`src/rtl/t2cmp_defs.vh`:
```
// Constants for the 8-bit timer compare unit: register map, field positions,
// mode codes and reset values. Definitions only; included by bare name.
`ifndef T2CMP_DEFS_VH
`define T2CMP_DEFS_VH

// Register byte offsets on the bus
`define T2_ADDR_W        8
`define T2_OFS_CTRL      8'h00
`define T2_OFS_COUNT     8'h04
`define T2_OFS_COMPARE   8'h08
`define T2_OFS_FLAGS     8'h0c
`define T2_OFS_ENABLE    8'h10

// Control register fields
`define T2_CS_LSB        0
`define T2_CS_MSB        2
`define T2_WGM_LSB       3
`define T2_WGM_MSB       4
`define T2_COM_LSB       5
`define T2_COM_MSB       6
`define T2_FOC_BIT       7

// Flag and enable register fields
`define T2_OVF_BIT       0
`define T2_CMP_BIT       1

// Waveform mode codes
`define T2_WGM_NORMAL    2'h0
`define T2_WGM_PCPWM     2'h1
`define T2_WGM_CTC       2'h2
`define T2_WGM_FASTPWM   2'h3

// Compare output mode codes
`define T2_COM_OFF       2'h0
`define T2_COM_TOGGLE    2'h1
`define T2_COM_CLEAR     2'h2
`define T2_COM_SET       2'h3

// Clock select codes and prescaler width
`define T2_CS_STOP       3'h0
`define T2_CS_DIV1       3'h1
`define T2_CS_DIV8       3'h2
`define T2_CS_DIV32      3'h3
`define T2_CS_DIV64      3'h4
`define T2_CS_DIV128     3'h5
`define T2_CS_DIV256     3'h6
`define T2_CS_DIV1024    3'h7
`define T2_PRE_W         10
`define T2_PRE_M8        10'h007
`define T2_PRE_M32       10'h01f
`define T2_PRE_M64       10'h03f
`define T2_PRE_M128      10'h07f
`define T2_PRE_M256      10'h0ff
`define T2_PRE_M1024     10'h3ff

// Count limits and reset values
`define T2_BOTTOM        8'h00
`define T2_MAX           8'hff
`define T2_RST_BYTE      8'h00
`define T2_RST_CTRL      8'h00

// Bus encodings
`define T2_HTRANS_NONSEQ 2'h2
`define T2_HRESP_OKAY    1'b0
`define T2_HSIZE_WORD    3'h2
`define T2_WORD_ZERO     32'h0000_0000

`endif

```
`src/rtl/t2cmp_timer.v`:
```
// 8-bit timer counter with one compare unit, output latch and pin mux,
// reached over an AHB-Lite slave port with zero wait states.
// Assumes one clock at 250 MHz, an asynchronous active-high reset, and that
// port data and direction inputs are synchronous to the same clock.
`timescale 1ns/100ps
`include "t2cmp_defs.vh"

module t2cmp_timer (
    input  wire        ref_clk_in,
    input  wire        reset_in,
    input  wire        hsel_in,
    input  wire [31:0] haddr_in,
    input  wire [1:0]  htrans_in,
    input  wire        hwrite_in,
    input  wire [2:0]  hsize_in,
    input  wire [31:0] hwdata_in,
    input  wire        hready_in,
    output reg  [31:0] hrdata_out,
    output wire        hreadyout_out,
    output wire        hresp_out,
    input  wire        ovf_service_in,
    input  wire        cmp_service_in,
    output wire        ovf_request_out,
    output wire        cmp_request_out,
    input  wire        port_data_in,
    input  wire        port_dir_in,
    output reg         pin_out,
    output reg         pin_oe_n_out
);

    ////////////////////////////////////////////////////////////////////////
    // State
    reg [2:0]              clock_select_field_r;
    reg [1:0]              waveform_mode_select_r;
    reg [1:0]              compare_output_mode_r;
    reg [7:0]              counter_value_r;
    reg [7:0]              compare_value_reg_r;   // active compare register
    reg [7:0]              compare_buffer_r;      // CPU-side buffer in PWM modes
    reg                    overflow_flag_r;
    reg                    compare_match_flag_r;
    reg                    overflow_enable_r;
    reg                    compare_interrupt_enable_r;
    reg                    compare_output_latch_r;
    reg                    match_block_r;
    reg                    count_down_r;
    reg [`T2_PRE_W-1:0]    prescale_r;
    reg                    wr_pend_r;
    reg [`T2_ADDR_W-1:0]   wr_addr_r;

    ////////////////////////////////////////////////////////////////////////
    // Bus decode; a write lands in the data phase, one cycle after its address
    wire                   addr_take;
    wire [`T2_ADDR_W-1:0]  addr_ofs;
    wire                   wr_ctrl;
    wire                   wr_count;
    wire                   wr_compare;
    wire                   wr_flags;
    wire                   wr_enable;

    assign addr_take     = hsel_in && hready_in && (htrans_in == `T2_HTRANS_NONSEQ);
    assign addr_ofs      = haddr_in[`T2_ADDR_W-1:0];
    assign wr_ctrl       = wr_pend_r && (wr_addr_r == `T2_OFS_CTRL);
    assign wr_count      = wr_pend_r && (wr_addr_r == `T2_OFS_COUNT);
    assign wr_compare    = wr_pend_r && (wr_addr_r == `T2_OFS_COMPARE);
    assign wr_flags      = wr_pend_r && (wr_addr_r == `T2_OFS_FLAGS);
    assign wr_enable     = wr_pend_r && (wr_addr_r == `T2_OFS_ENABLE);
    assign hreadyout_out = 1'b1;               // Never stretches a transfer
    assign hresp_out     = `T2_HRESP_OKAY;

    // Only the low byte lane carries register data; other bits are ignored
    wire [7:0] wbyte;
    assign wbyte = hwdata_in[7:0];

    ////////////////////////////////////////////////////////////////////////
    // Mode decode
    wire pwm_mode;
    wire buffered;
    assign pwm_mode = (waveform_mode_select_r == `T2_WGM_FASTPWM) ||
                      (waveform_mode_select_r == `T2_WGM_PCPWM);
    assign buffered = pwm_mode;

    ////////////////////////////////////////////////////////////////////////
    // Prescaler: free-running, so a tick period is exact once selected
    // The first tick after a rate change may come early; only later gaps are exact
    reg tick_sel;
    always @* begin
        case (clock_select_field_r)
            `T2_CS_DIV1:    tick_sel = 1'b1;
            `T2_CS_DIV8:    tick_sel = ((prescale_r & `T2_PRE_M8)    == `T2_PRE_M8);
            `T2_CS_DIV32:   tick_sel = ((prescale_r & `T2_PRE_M32)   == `T2_PRE_M32);
            `T2_CS_DIV64:   tick_sel = ((prescale_r & `T2_PRE_M64)   == `T2_PRE_M64);
            `T2_CS_DIV128:  tick_sel = ((prescale_r & `T2_PRE_M128)  == `T2_PRE_M128);
            `T2_CS_DIV256:  tick_sel = ((prescale_r & `T2_PRE_M256)  == `T2_PRE_M256);
            `T2_CS_DIV1024: tick_sel = ((prescale_r & `T2_PRE_M1024) == `T2_PRE_M1024);
            default:        tick_sel = 1'b0;
        endcase
    end

    // One-cycle timer clock enable
    wire timer_clock_enable;
    assign timer_clock_enable = tick_sel && (clock_select_field_r != `T2_CS_STOP);

    always @(posedge ref_clk_in or posedge reset_in) begin
        if (reset_in) begin
            prescale_r <= {`T2_PRE_W{1'b0}};
        end else begin
            prescale_r <= prescale_r + {{(`T2_PRE_W-1){1'b0}}, 1'b1};
        end
    end

    ////////////////////////////////////////////////////////////////////////
    // Compare, top and bottom detection
    wire at_match;
    wire at_max;
    wire at_bottom;
    wire real_match;
    assign at_match   = (counter_value_r == compare_value_reg_r);
    assign at_max     = (counter_value_r == `T2_MAX);
    assign at_bottom  = (counter_value_r == `T2_BOTTOM);
    // A match seen on a blocked tick is dropped for good, so loading the
    // counter equal to the compare value never fires when the clock starts
    assign real_match = timer_clock_enable && at_match && !match_block_r;

    ////////////////////////////////////////////////////////////////////////
    // Next counter value and overflow event
    reg [7:0] count_nxt;
    reg       dir_nxt;
    reg       ovf_event;
    reg       load_buffer;
    always @* begin
        count_nxt   = counter_value_r;
        dir_nxt     = count_down_r;
        ovf_event   = 1'b0;
        load_buffer = 1'b0;
        if (timer_clock_enable) begin
            case (waveform_mode_select_r)
                `T2_WGM_NORMAL: begin
                    count_nxt = counter_value_r + 8'h01;
                    ovf_event = at_max;
                end
                `T2_WGM_CTC: begin
                    if (real_match) begin
                        count_nxt = `T2_BOTTOM;
                    end else begin
                        count_nxt = counter_value_r + 8'h01;
                    end
                    ovf_event = at_max;
                end
                `T2_WGM_FASTPWM: begin
                    count_nxt   = counter_value_r + 8'h01;
                    ovf_event   = at_max;
                    load_buffer = at_max;
                end
                `T2_WGM_PCPWM: begin
                    if (at_max) begin
                        dir_nxt = 1'b1;
                    end else if (at_bottom) begin
                        dir_nxt = 1'b0;
                    end
                    if (dir_nxt) begin
                        count_nxt = counter_value_r - 8'h01;
                    end else begin
                        count_nxt = counter_value_r + 8'h01;
                    end
                    ovf_event   = at_bottom && count_down_r;
                    load_buffer = at_max;
                end
                default: begin
                    count_nxt = counter_value_r;
                end
            endcase
        end
    end

    ////////////////////////////////////////////////////////////////////////
    // Latch action: real match per mode, or a forced match in non-PWM modes
    // A force is judged on the byte being written, so one write may choose the
    // output action and fire the strobe together; PWM modes ignore the strobe
    wire [1:0] wr_wgm;
    wire [1:0] act_com;
    wire       force_hit;
    wire       act_hit;
    assign wr_wgm    = wbyte[`T2_WGM_MSB:`T2_WGM_LSB];
    assign force_hit = wr_ctrl && wbyte[`T2_FOC_BIT] &&
                       (wr_wgm != `T2_WGM_FASTPWM) && (wr_wgm != `T2_WGM_PCPWM);
    assign act_com   = force_hit ? wbyte[`T2_COM_MSB:`T2_COM_LSB] : compare_output_mode_r;
    assign act_hit   = force_hit || (!pwm_mode && real_match);

    reg latch_nxt;
    always @* begin
        latch_nxt = compare_output_latch_r;
        if (act_hit) begin
            case (act_com)
                `T2_COM_TOGGLE: latch_nxt = !compare_output_latch_r;
                `T2_COM_CLEAR:  latch_nxt = 1'b0;
                `T2_COM_SET:    latch_nxt = 1'b1;
                default:        latch_nxt = compare_output_latch_r;
            endcase
        end else if (pwm_mode && timer_clock_enable &&
                     compare_output_mode_r[1]) begin
            // Simple PWM shaping: mode 2 non-inverted, mode 3 inverted
            if (real_match) begin
                latch_nxt = (count_down_r ^ compare_output_mode_r[0]);
            end else if (waveform_mode_select_r == `T2_WGM_FASTPWM && at_max) begin
                latch_nxt = !compare_output_mode_r[0];
            end
        end
    end

    ////////////////////////////////////////////////////////////////////////
    // Counter, compare registers, latch and block state
    always @(posedge ref_clk_in or posedge reset_in) begin
        if (reset_in) begin
            counter_value_r        <= `T2_RST_BYTE;
            compare_value_reg_r    <= `T2_RST_BYTE;
            compare_buffer_r       <= `T2_RST_BYTE;
            compare_output_latch_r <= 1'b0;
            match_block_r          <= 1'b0;
            count_down_r           <= 1'b0;
        end else begin
            // CPU write overrides any count or clear in this cycle
            if (wr_count) begin
                counter_value_r <= wbyte;
                count_down_r    <= count_down_r;
            end else begin
                counter_value_r <= count_nxt;
                count_down_r    <= dir_nxt;
            end
            // Block holds until the next tick, however far away it is
            if (wr_count) begin
                match_block_r <= 1'b1;
            end else if (timer_clock_enable) begin
                match_block_r <= 1'b0;
            end
            // Outside PWM modes the buffer shadows the active register, so a
            // later switch into a PWM mode starts from the value last written
            if (wr_compare) begin
                compare_buffer_r <= wbyte;
                if (!buffered) begin
                    compare_value_reg_r <= wbyte;
                end
            end else if (buffered && load_buffer) begin
                compare_value_reg_r <= compare_buffer_r;
            end else if (!buffered) begin
                compare_buffer_r <= compare_value_reg_r;
            end
            compare_output_latch_r <= latch_nxt;
        end
    end

    ////////////////////////////////////////////////////////////////////////
    // Control, flags and enables; a hardware set beats a clear in one cycle
    always @(posedge ref_clk_in or posedge reset_in) begin
        if (reset_in) begin
            clock_select_field_r       <= `T2_CS_STOP;
            waveform_mode_select_r     <= `T2_WGM_NORMAL;
            compare_output_mode_r      <= `T2_COM_OFF;
            overflow_flag_r            <= 1'b0;
            compare_match_flag_r       <= 1'b0;
            overflow_enable_r          <= 1'b0;
            compare_interrupt_enable_r <= 1'b0;
        end else begin
            if (wr_ctrl) begin
                clock_select_field_r   <= wbyte[`T2_CS_MSB:`T2_CS_LSB];
                waveform_mode_select_r <= wbyte[`T2_WGM_MSB:`T2_WGM_LSB];
                compare_output_mode_r  <= wbyte[`T2_COM_MSB:`T2_COM_LSB];
            end
            // Service inputs come from the CPU side on this clock; no synchroniser
            if (ovf_event) begin
                overflow_flag_r <= 1'b1;
            end else if (ovf_service_in || (wr_flags && wbyte[`T2_OVF_BIT])) begin
                overflow_flag_r <= 1'b0;
            end
            // Forced matches never reach this flag
            if (real_match) begin
                compare_match_flag_r <= 1'b1;
            end else if (cmp_service_in || (wr_flags && wbyte[`T2_CMP_BIT])) begin
                compare_match_flag_r <= 1'b0;
            end
            if (wr_enable) begin
                overflow_enable_r          <= wbyte[`T2_OVF_BIT];
                compare_interrupt_enable_r <= wbyte[`T2_CMP_BIT];
            end
        end
    end

    assign ovf_request_out = overflow_flag_r && overflow_enable_r;
    assign cmp_request_out = compare_match_flag_r && compare_interrupt_enable_r;

    ////////////////////////////////////////////////////////////////////////
    // Bus phase tracking and registered read data
    reg [7:0] rd_byte;
    always @* begin
        case (addr_ofs)
            `T2_OFS_CTRL:    rd_byte = {1'b0, compare_output_mode_r,
                                        waveform_mode_select_r, clock_select_field_r};
            `T2_OFS_COUNT:   rd_byte = counter_value_r;
            `T2_OFS_COMPARE: rd_byte = buffered ? compare_buffer_r
                                                : compare_value_reg_r;
            `T2_OFS_FLAGS:   rd_byte = {6'h00, compare_match_flag_r, overflow_flag_r};
            `T2_OFS_ENABLE:  rd_byte = {6'h00, compare_interrupt_enable_r, overflow_enable_r};
            default:         rd_byte = `T2_RST_BYTE;
        endcase
    end

    // Read data is sampled in the address phase; a write in the cycle just
    // before is not yet visible, so back-to-back write then read reads old data
    always @(posedge ref_clk_in or posedge reset_in) begin
        if (reset_in) begin
            wr_pend_r  <= 1'b0;
            wr_addr_r  <= `T2_OFS_CTRL;
            hrdata_out <= `T2_WORD_ZERO;
        end else begin
            wr_pend_r <= addr_take && hwrite_in && (hsize_in == `T2_HSIZE_WORD);
            if (addr_take) begin
                wr_addr_r <= addr_ofs;
            end
            if (addr_take && !hwrite_in) begin
                hrdata_out <= {24'h000000, rd_byte};
            end
        end
    end

    ////////////////////////////////////////////////////////////////////////
    // Pin mux: latch whenever a compare output mode is set; direction drives only the output enable
    // A registered pin costs a cycle of latency but never glitches
    always @(posedge ref_clk_in or posedge reset_in) begin
        if (reset_in) begin
            pin_out      <= 1'b0;
            pin_oe_n_out <= 1'b1;
        end else begin
            pin_oe_n_out <= !port_dir_in;
            if (compare_output_mode_r != `T2_COM_OFF) begin
                pin_out <= compare_output_latch_r;
            end else begin
                pin_out <= port_data_in;
            end
        end
    end

endmodule // t2cmp_timer

```
`config.mk`:
```
export PLATFORM = sky130hd
export DESIGN_NAME = t2cmp_timer
export DESIGN_NICKNAME = d
export VERILOG_FILES = /design/src/rtl/t2cmp_timer.v
export VERILOG_INCLUDE_DIRS = /design/src /design/src/rtl
export SDC_FILE = /design/constraint.sdc
export NUM_CORES = 1
export LEC_CHECK = 0
export BUFFER_PORTS_ARGS = -buffer_cell sky130_fd_sc_hd__buf_2
export CORE_AREA = 3 3 106 108
export DETAILED_ROUTE_END_ITERATION = 7
export DIE_AREA = 0 0 109 111
export GPL_ROUTABILITY_DRIVEN = 0
export PLACE_DENSITY = 0.63
export SLEW_MARGIN = 10
export SYNTH_ARGS = -nofsm -noshare
export SYNTH_HDL_FRONTEND = slang
export SYNTH_SLANG_ARGS = --single-unit
```
`constraint.sdc`:
```
create_clock -name ref_clk_in -period 2.3 [get_ports ref_clk_in]
set_input_delay 0.575 -clock ref_clk_in [delete_from_list [all_inputs] [get_ports ref_clk_in]]
set_output_delay 0.575 -clock ref_clk_in [all_outputs]
set_load 0.01 [all_outputs]
```
==> flow_metrics.env, run 1 <==
export IMPL_total_power_uw=3390
export IMPL_slew_headroom=0.598
export IMPL_synth_top_family_by_area="simple AND/OR/NAND/NOR gates"
export IMPL_hold_violations=0
export IMPL_final_common_cell="dfrtp_1"
export IMPL_layout_setup_ws_ps=23.4
export IMPL_yosysSeqAreaShare=0.404
export IMPL_initial_core_util=0.402
export IMPL_gr_total_overflow=0
export IMPL_synth_xor_area_share=0.0506
export IMPL_dp_hpwl_um=8090
export IMPL_synthMuxAreaShare=0.118
export IMPL_max_clock_freq_mhz=439
export IMPL_yosysWarnings=0
export IMPL_track_usage=0.185
export IMPL_holdBufCountCts=0
export IMPL_synthSimpleGateAreaFrac=0.181
export IMPL_vdd_drop_max_uv=465
export IMPL_arrival_ps=2500
export IMPL_final_cell_mix="dfrtp_1 (66), nand2_1 (43), buf_2 (42), buf_4 (34), o21ai_0 (29)"
export IMPL_cts_htree_levels=3
export IMPL_area_growth_pct=20.0
export IMPL_drive_gt1_frac=0.292
export IMPL_clk_latency_ps=350
export IMPL_max_stage_delay_ps=360
export IMPL_io_buffers=41
export IMPL_setup_viol=0
export IMPL_rsz0062_at_grt="yes"
export IMPL_synthCells=438
export IMPL_min_period_over_period=0.990
export IMPL_die_h_um=111
export IMPL_vias_per_cell=5.51
export IMPL_clock_sinks=67
export IMPL_synthAdderAreaFrac=0.0271
export IMPL_critPathTopFamily="compound AO/OA/AOI/OAI gates"
export IMPL_grt_pass1_wl_um=17500
export IMPL_leakagePower_uw=0.00221
export IMPL_rows=37
export IMPL_finalSetupTns_ps=0
export IMPL_clockBufferDepth=2
export IMPL_tightest_slew_ps=597
export IMPL_p_per_area_nw_per_um2=681
export IMPL_routed_wl_um=11200
export IMPL_antenna_cells=0
export IMPL_cts_tree="yes"
export IMPL_die_w_um=109
export IMPL_wl_per_cell_um=17.2
export IMPL_post_place_ws_ps=-71.9
export IMPL_boundaryPins=116
export IMPL_crit_buf_inv=2
export IMPL_setup_worst_path_start_class="register"
export IMPL_cp_max_fo=4
export IMPL_critPathSlowestCell="dfrtp_1"
export IMPL_maxSlewViolCount=0
export IMPL_clk_pin_slew_ps=80
export IMPL_fin_crit_ps=2280
export IMPL_fillers=975
export IMPL_grt_antenna_before_repair=0
export IMPL_final_util=0.482
export IMPL_ys_flop_type="dfrtp_1"
export IMPL_ys_types=62
export IMPL_clockRootBuffer="clkbuf_8"
export IMPL_synth_compound_area_share=0.132
export IMPL_cts_buffers=9
export IMPL_syn_avg_cell_area_um2=9.48
export IMPL_synthArstFlopShare=1.00
export IMPL_die_area_um2=12100
export IMPL_cp_cell_sequence="ha_2 -> and3_4 -> ha_4 -> inv_2 -> a311oi_2 -> a41oi_2 -> buf_2 -> a21o_1 -> a221oi_1 -> o22ai_2"
export IMPL_drc=0
export IMPL_ys_ff_latch=67
export IMPL_worstPathRequired_ps=2520
export IMPL_grt_max_degree=68
export IMPL_netlist_area_um2=4150
export IMPL_nets=595
export IMPL_drt_first_pass_iters=5
export IMPL_outcome="completed"
export IMPL_coreArea_um2=10300
export IMPL_synth_edf_count=0
export IMPL_cap_viol_max_count=0
export IMPL_hold_class="input port to asynchronous set/reset pin"
export IMPL_vias=3578
export IMPL_finClkSkew_ps=11.5
export IMPL_antenna_left=0
export IMPL_grt_pass1_vias=3405
export IMPL_crit_type="register to register"
export IMPL_critPathCaptureType="register"
export IMPL_drt_initial_drc_count=299
==> worst reg2reg max path, delay by kind of cell (launching register included) <==
family	cells	cell delay, ps
and+or+nand+nor	1	190
buffers and inverters	2	250
adders and majority gates	2	320
AOI/OAI and AO/OA	5	1010
DFF	1	360
==> routing by layer <==
metal | track usage | share of wire
met3 | 0.0466 | 0.081
met1 | 0.238 | 0.40
met4 | 0.0606 | 0.024
met2 | 0.302 | 0.50
met5 | 0 | 0
==> cells by family after synthesis <==
group	count (synthesis)
other	2
adder cells (fa/ha/maj)	9
XOR/XNOR	24
AO/OA/AOI/OAI	81
multiplexers	46
AND/OR/NAND/NOR	144
buffers and inverters	65
flip-flops	67
==> cell usage after synthesis (2+ instances only) <==
cell type,count,area share
and3_1,7,0.011
mux2i_1,22,0.053
nand4_1,7,0.011
a221oi_1,2,0.0042
buf_2,2,0.0024
nand2_1,44,0.040
o31a_1,2,0.0042
nor2b_1,3,0.0045
conb_1,2,0.0018
inv_1,18,0.016
a222oi_1,4,0.0096
xnor2_1,12,0.025
ha_1,9,0.027
nand3_1,15,0.018
a31oi_1,5,0.0075
nand4b_1,4,0.0084
a311oi_1,2,0.0042
clkbuf_1,17,0.015
a41o_1,2,0.0048
nand2b_1,3,0.0045
and4_1,3,0.0063
a32oi_1,2,0.0042
nor4b_1,2,0.0042
o22ai_1,4,0.0060
mux2_2,24,0.065
o21ai_0,33,0.040
a21boi_0,2,0.0036
or3_1,3,0.0045
o211ai_1,2,0.0036
xor2_1,12,0.025
nor4_1,3,0.0045
a21oi_1,9,0.011
nor3_1,8,0.0096
dfrtp_1,66,0.40
nor2_1,26,0.024
buf_4,26,0.047
and2_1,2,0.0030
nand3b_1,2,0.0036
or3_2,3,0.0054
a41oi_1,2,0.0042
==> flip-flops by register name, summed over array words and instances (netlist names), 2 cells and up <==
name                    count
hrdata_out                  8
prescale_r                 10
waveform_mode_select_r      2
compare_buffer_r            8
wr_addr_r                   8
compare_value_reg_r         8
compare_output_mode_r       2
clock_select_field_r        3
counter_value_r             8
==> what timing repair did <==
item / 4_1_cts / 5_1_grt
resized for setup: 4 / 26
gates cloned: 0 / 2
pin swaps: 0 / 9
buffers inserted: 1 / 2
setup endpoints to repair: 17 / 23
==> power by group <==
group	switching (uW)	internal (uW)	leakage [uW]	total [uW]
sequential	71.7	1270	0.000779	1340
clock	466	614	0.000107	1080
combinational	544	427	0.00133	970
total	1080	2310	0.00221	3390
==> metrics by stage <==
step                cell area [um^2]  std cells  hold slack, ps
finish                          4980        649             285
global route                    4980        649             300
CTS                             4850        645             296
detailed placement              4610        628             464
global placement                4610        628             462
floorplan                       4240        462             436
==> worst paths after layout <==
kind | cells past startpoint | slack [ps] | end | from
min in group ref_clk_in | 2 | 330 | pin_oe_n_out | port_dir_in
setup / recovery | 10 | 20 | counter_value_r[2] | prescale_r[1]
hold reg to reg | 2 | 480 | hrdata_out[4] | hrdata_out[4]
max in group asynchronous | 3 | 1720 | pin_oe_n_out | reset_in
setup reg to reg | 10 | 20 | counter_value_r[2] | prescale_r[1]
hold / removal | 3 | 290 | wr_pend_r | reset_in
==> area by class of cell <==
| type | count | area, um^2 | share of cell area |
|---|---|---|---|
| clock buffer | 10 | 128 | 0.0256 |
| inverter | 18 | 67.6 | 0.0136 |
| tap | 136 | 170 | 0.0342 |
| sequential | 67 | 1680 | 0.337 |
| clock inverter | 6 | 90.1 | 0.0181 |
| multi-input combinational | 331 | 2320 | 0.465 |
| timing repair buffer | 81 | 531 | 0.107 |
Power figures use the tool's default switching activity.
==> run 2: changes to the inputs <==
--- a/config.mk
+++ b/config.mk
@@ -8,6 +8,7 @@
 export LEC_CHECK = 0
 export BUFFER_PORTS_ARGS = -buffer_cell sky130_fd_sc_hd__buf_2
 export CORE_AREA = 3 3 106 108
+export CTS_BUF_LIST = sky130_fd_sc_hd__clkbuf_2 sky130_fd_sc_hd__clkbuf_4 sky130_fd_sc_hd__clkbuf_8
 export DETAILED_ROUTE_END_ITERATION = 7
 export DIE_AREA = 0 0 109 111
 export GPL_ROUTABILITY_DRIVEN = 0
==> flow_metrics.env, run 2 (synthesis gave the netlist of run 1 again) <==
export IMPL_clk_latency_ps=350
export IMPL_placed_area_um2=4610
export IMPL_cts_htree_levels=3
export IMPL_die_h_um=111
export IMPL_slew_headroom=0.597
export IMPL_dp_hpwl_um=8090
export IMPL_largest_reg_flops=10
export IMPL_tightest_slew_ps=599
export IMPL_worstPathRequired_ps=2530
export IMPL_min_period_over_period=0.994
export IMPL_area_growth_pct=20.1
export IMPL_drt_first_pass_iters=5
export IMPL_final_common_cell="dfrtp_1"
export IMPL_r2r_cells=10
export IMPL_drt_initial_drc_count=299
export IMPL_final_cell_mix="dfrtp_1 (66), nand2_1 (43), buf_2 (42), buf_4 (34), o21ai_0 (29)"
export IMPL_clockRootBuffer="clkbuf_8"
export IMPL_io_buffers=41
export IMPL_grt_pass1_wl_um=17500
export IMPL_boundaryPins=116
export IMPL_nets=595
export IMPL_initial_core_util=0.402
export IMPL_setup_viol=0
export IMPL_outcome="completed"
export IMPL_max_stage_delay_ps=360
export IMPL_coreArea_um2=10300
export IMPL_crit_type="register to register"
export IMPL_hold_class="input port to asynchronous set/reset pin"
export IMPL_track_usage=0.185
export IMPL_rsz0062_at_grt="yes"
export IMPL_antenna_left=0
export IMPL_cp_cell_sequence="ha_2 -> and3_4 -> ha_4 -> inv_2 -> a311oi_2 -> a41oi_2 -> buf_2 -> a21o_1 -> a221oi_1 -> o22ai_2"
export IMPL_hold_ws_ps=283
export IMPL_grt_antenna_before_repair=0
export IMPL_p_per_area_nw_per_um2=684
export IMPL_vdd_drop_max_uv=468
export IMPL_die_area_um2=12100
export IMPL_die_w_um=109
export IMPL_grt_max_degree=68
export IMPL_critPathSlowestCell="dfrtp_1"
export IMPL_setup_worst_path_start_class="register"
export IMPL_antenna_cells=0
export IMPL_maxSlewViolCount=0
export IMPL_fin_crit_ps=2290
export IMPL_drive_gt1_frac=0.294
export IMPL_fillers=973
export IMPL_finClkSkew_ps=11.7
export IMPL_rows=37
export IMPL_holdBufCountCts=0
export IMPL_vias_per_cell=5.52
export IMPL_arrival_ps=2510
export IMPL_cap_viol_max_count=0
export IMPL_top_register="prescale_r"
export IMPL_grt_pass1_vias=3405
export IMPL_routed_wl_um=11200
export IMPL_clockBufferDepth=2
export IMPL_wl_per_cell_um=17.2
export IMPL_hold_violations=0
export IMPL_cp_max_fo=4
export IMPL_clock_sinks=67
export IMPL_gr_total_overflow=0
export IMPL_cts_tree="yes"
export IMPL_cts_buffers=9
export IMPL_clk_pin_slew_ps=80
export IMPL_leakagePower_uw=0.00221
export IMPL_critPathCaptureType="register"
export IMPL_vias=3583
export IMPL_max_clock_freq_mhz=438
export IMPL_fin_area_um2=4980
export IMPL_drc=0
run 2: cell counts in the layout (fill, tap and decap cells not counted):
Identical to the previous run, type by type.
run 2: routing by layer:
| metal | GRT usage | wire length [um] | share of wire |
|---|---|---|---|
| met1 | 0.238 | 4470 | 0.40 |
| met2 | 0.302 | 5540 | 0.50 |
| met3 | 0.0466 | 903 | 0.081 |
| met4 | 0.0606 | 269 | 0.024 |
| met5 | 0 | 0 | 0 |
run 2: cell type report:
cell class              count  area (um^2)  share of cell area
clock buffers              10          131              0.0264
inverters                  18         67.6              0.0136
clock inverters             6         90.1              0.0181
multi-input cells         331         2320               0.465
well taps                 136          170              0.0341
flip-flops and latches     67         1680               0.337
repair buffers             81          531               0.106
run 2: path summary, 6_finish.rpt:
check,start,end,slack [ps]
hold reg to reg,hrdata_out[4],hrdata_out[4],480
min in group ref_clk_in,port_dir_in,pin_oe_n_out,330
max in group asynchronous,reset_in,pin_oe_n_out,1720
setup / recovery,prescale_r[1],counter_value_r[2],10
hold / removal,reset_in,wr_pend_r,280
setup reg to reg,prescale_r[1],counter_value_r[2],10
run 2: critical path, delay by kind of cell (launching register included):
family	cells	cell delay (ps)
compound gates	5	1020
flops	1	360
fa+ha+maj	2	320
buf+inv	2	260
simple gates	1	190
run 2: what timing repair did:
item	in CTS	in global routing
resized for setup	4	26
buffers inserted	1	2
cloned	0	2
setup endpoints to repair	17	23
pin swaps	0	9
run 2: per-stage QoR:
stage | worst slack, ps | cells | total power, uW | util | setup TNS (ps)
finish | 14.8 | 649 | 3410 | 0.483 | 0
floorplan | -54.8 | 462 | 1990 | - | -54.8
detailed placement | -71.9 | 628 | 2280 | 0.447 | -789
global route | -65.3 | 649 | 3590 | 0.483 | -389
CTS | 12.4 | 645 | 3380 | 0.470 | 0
global placement | -59.9 | 628 | 2260 | 0.447 | -385
run 2: power breakdown:
group	total (uW)	switching, uW	internal, uW
clock	1090	468	626
sequential	1340	71.7	1270
combinational	972	545	427
==> run 3: changes to the inputs <==
--- a/config.mk
+++ b/config.mk
@@ -12,7 +12,7 @@
 export DETAILED_ROUTE_END_ITERATION = 7
 export DIE_AREA = 0 0 109 111
 export GPL_ROUTABILITY_DRIVEN = 0
-export PLACE_DENSITY = 0.63
+export PLACE_DENSITY = 0.66
 export SLEW_MARGIN = 10
 export SYNTH_ARGS = -nofsm -noshare
 export SYNTH_HDL_FRONTEND = slang
==> flow_metrics.env, run 3 (synthesis gave the netlist of run 1 again) <==
export IMPL_hold_ws_ps=162
export IMPL_clock_sinks=67
export IMPL_routed_wl_um=11200
export IMPL_finalSetupTns_ps=0
export IMPL_track_usage=0.192
export IMPL_nets=599
export IMPL_cp_max_fo=6
export IMPL_dp_cells=628
export IMPL_final_cells=653
export IMPL_placed_area_um2=4610
export IMPL_cts_buffers=9
export IMPL_final_common_cell="dfrtp_1"
export IMPL_rsz0062_at_grt="yes"
export IMPL_finClkSkew_ps=5.81
export IMPL_largest_reg_flops=10
export IMPL_vias=3559
export IMPL_cap_viol_max_count=0
export IMPL_antenna_left=0
export IMPL_grt_max_degree=29
export IMPL_grt_pass1_wl_um=18300
export IMPL_gr_total_overflow=0
export IMPL_cts_tree="yes"
export IMPL_clk_latency_ps=350
export IMPL_cp_cell_sequence="or4_4 -> o31a_1 -> a211oi_4 -> buf_6 -> mux2i_1 -> o211ai_1 -> o221a_2"
export IMPL_maxSlewViolCount=0
export IMPL_outcome="completed"
export IMPL_drt_first_pass_iters=6
export IMPL_clockRootBuffer="clkbuf_8"
export IMPL_fin_crit_ps=2300
export IMPL_max_clock_freq_mhz=435
export IMPL_hold_violations=0
export IMPL_crit_type="register to register"
export IMPL_clk_pin_slew_ps=80
export IMPL_arrival_ps=2540
export IMPL_vdd_drop_max_uv=370
export IMPL_drive_gt1_frac=0.292
export IMPL_grt_pass1_vias=3624
export IMPL_hold_class="input port to asynchronous set/reset pin"
export IMPL_total_power_uw=3520
export IMPL_min_period_over_period=0.999
export IMPL_setup_viol=0
export IMPL_clockBufferDepth=2
export IMPL_boundaryPins=116
export IMPL_worstPathRequired_ps=2540
export IMPL_dp_hpwl_um=8380
export IMPL_die_h_um=111
export IMPL_drc=0
export IMPL_rows=37
export IMPL_r2r_cells=7
export IMPL_antenna_cells=0
export IMPL_leakagePower_uw=0.00225
export IMPL_fillers=986
export IMPL_crit_buf_inv=1
export IMPL_wl_per_cell_um=17.2
export IMPL_max_stage_delay_ps=540
export IMPL_coreArea_um2=10300
export IMPL_cts_htree_levels=3
export IMPL_final_cell_mix="dfrtp_1 (66), nand2_1 (44), buf_2 (41), buf_4 (39), o21ai_0 (27)"
export IMPL_critPathTopFamily="compound AO/OA/AOI/OAI gates"
export IMPL_p_per_area_nw_per_um2=701
export IMPL_vias_per_cell=5.45
export IMPL_top_register="prescale_r"
export IMPL_r2r_slack_ps=1
export IMPL_drt_initial_drc_count=303
export IMPL_die_w_um=109
export IMPL_fin_area_um2=5010
export IMPL_setup_worst_path_start_class="register"
export IMPL_critPathSlowestCell="or4_4"
export IMPL_io_buffers=41
export IMPL_grt_antenna_before_repair=0
export IMPL_die_area_um2=12100
export IMPL_area_growth_pct=20.8
export IMPL_cp_depth=7
export IMPL_critPathCaptureType="register"
export IMPL_initial_core_util=0.402
run 3: changes by cell type in the layout (fill, tap and decap cells not counted), sizes merged:
cell      previous run  this run
clkinvlp             1         0
buf                 81        86
o31a                 3         2
clkinv               2         3
clkbuf              10         9
bufinv               2         3
run 3: worst paths after layout:
kind	to	start
min	wr_addr_r[3]	reset_in
min reg2reg	match_block_r	match_block_r
max	counter_value_r[4]	counter_value_r[2]
max in group asynchronous	pin_oe_n_out	reset_in
min in group ref_clk_in	pin_oe_n_out	port_dir_in
max reg2reg	counter_value_r[4]	counter_value_r[2]
run 3: stage by stage:
step | utilization | setup slack [ps]
final | 0.486 | 1.29
after CTS | 0.475 | 5.07
after detailed placement | 0.447 | -148
after floorplan | - | -54.8
after global routing | 0.486 | -83.1
after global placement | 0.447 | -60.1
run 3: layout make-up:
type | count | area [um^2] | area share
Inverter | 18 | 67.6 | 0.0135
Clock inverter | 7 | 125 | 0.0250
Sequential cell | 67 | 1680 | 0.335
Clock buffer | 9 | 124 | 0.0247
Timing Repair Buffer | 86 | 574 | 0.115
Tap cell | 136 | 170 | 0.0339
Multi-Input combinational cell | 330 | 2280 | 0.454
run 3: repair_timing:
item	4_1_cts	5_1_grt
setup buffers	4	5
resized for setup	2	26
pin swaps	0	8
hold buffers	0	0
cloned	0	0
hold endpoints to repair	0	0
endpoints found under the setup margin	15	24
run 3: power breakdown:
group          internal, uW  switching (uW)
sequential             1270            80.3
clock                   729             493
combinational           428             518
run 3: routing by layer:
metal  share of wire  global-route usage
met5               0                   0
met4           0.018              0.0631
met3           0.069              0.0373
met2            0.51               0.314
met1            0.40               0.253
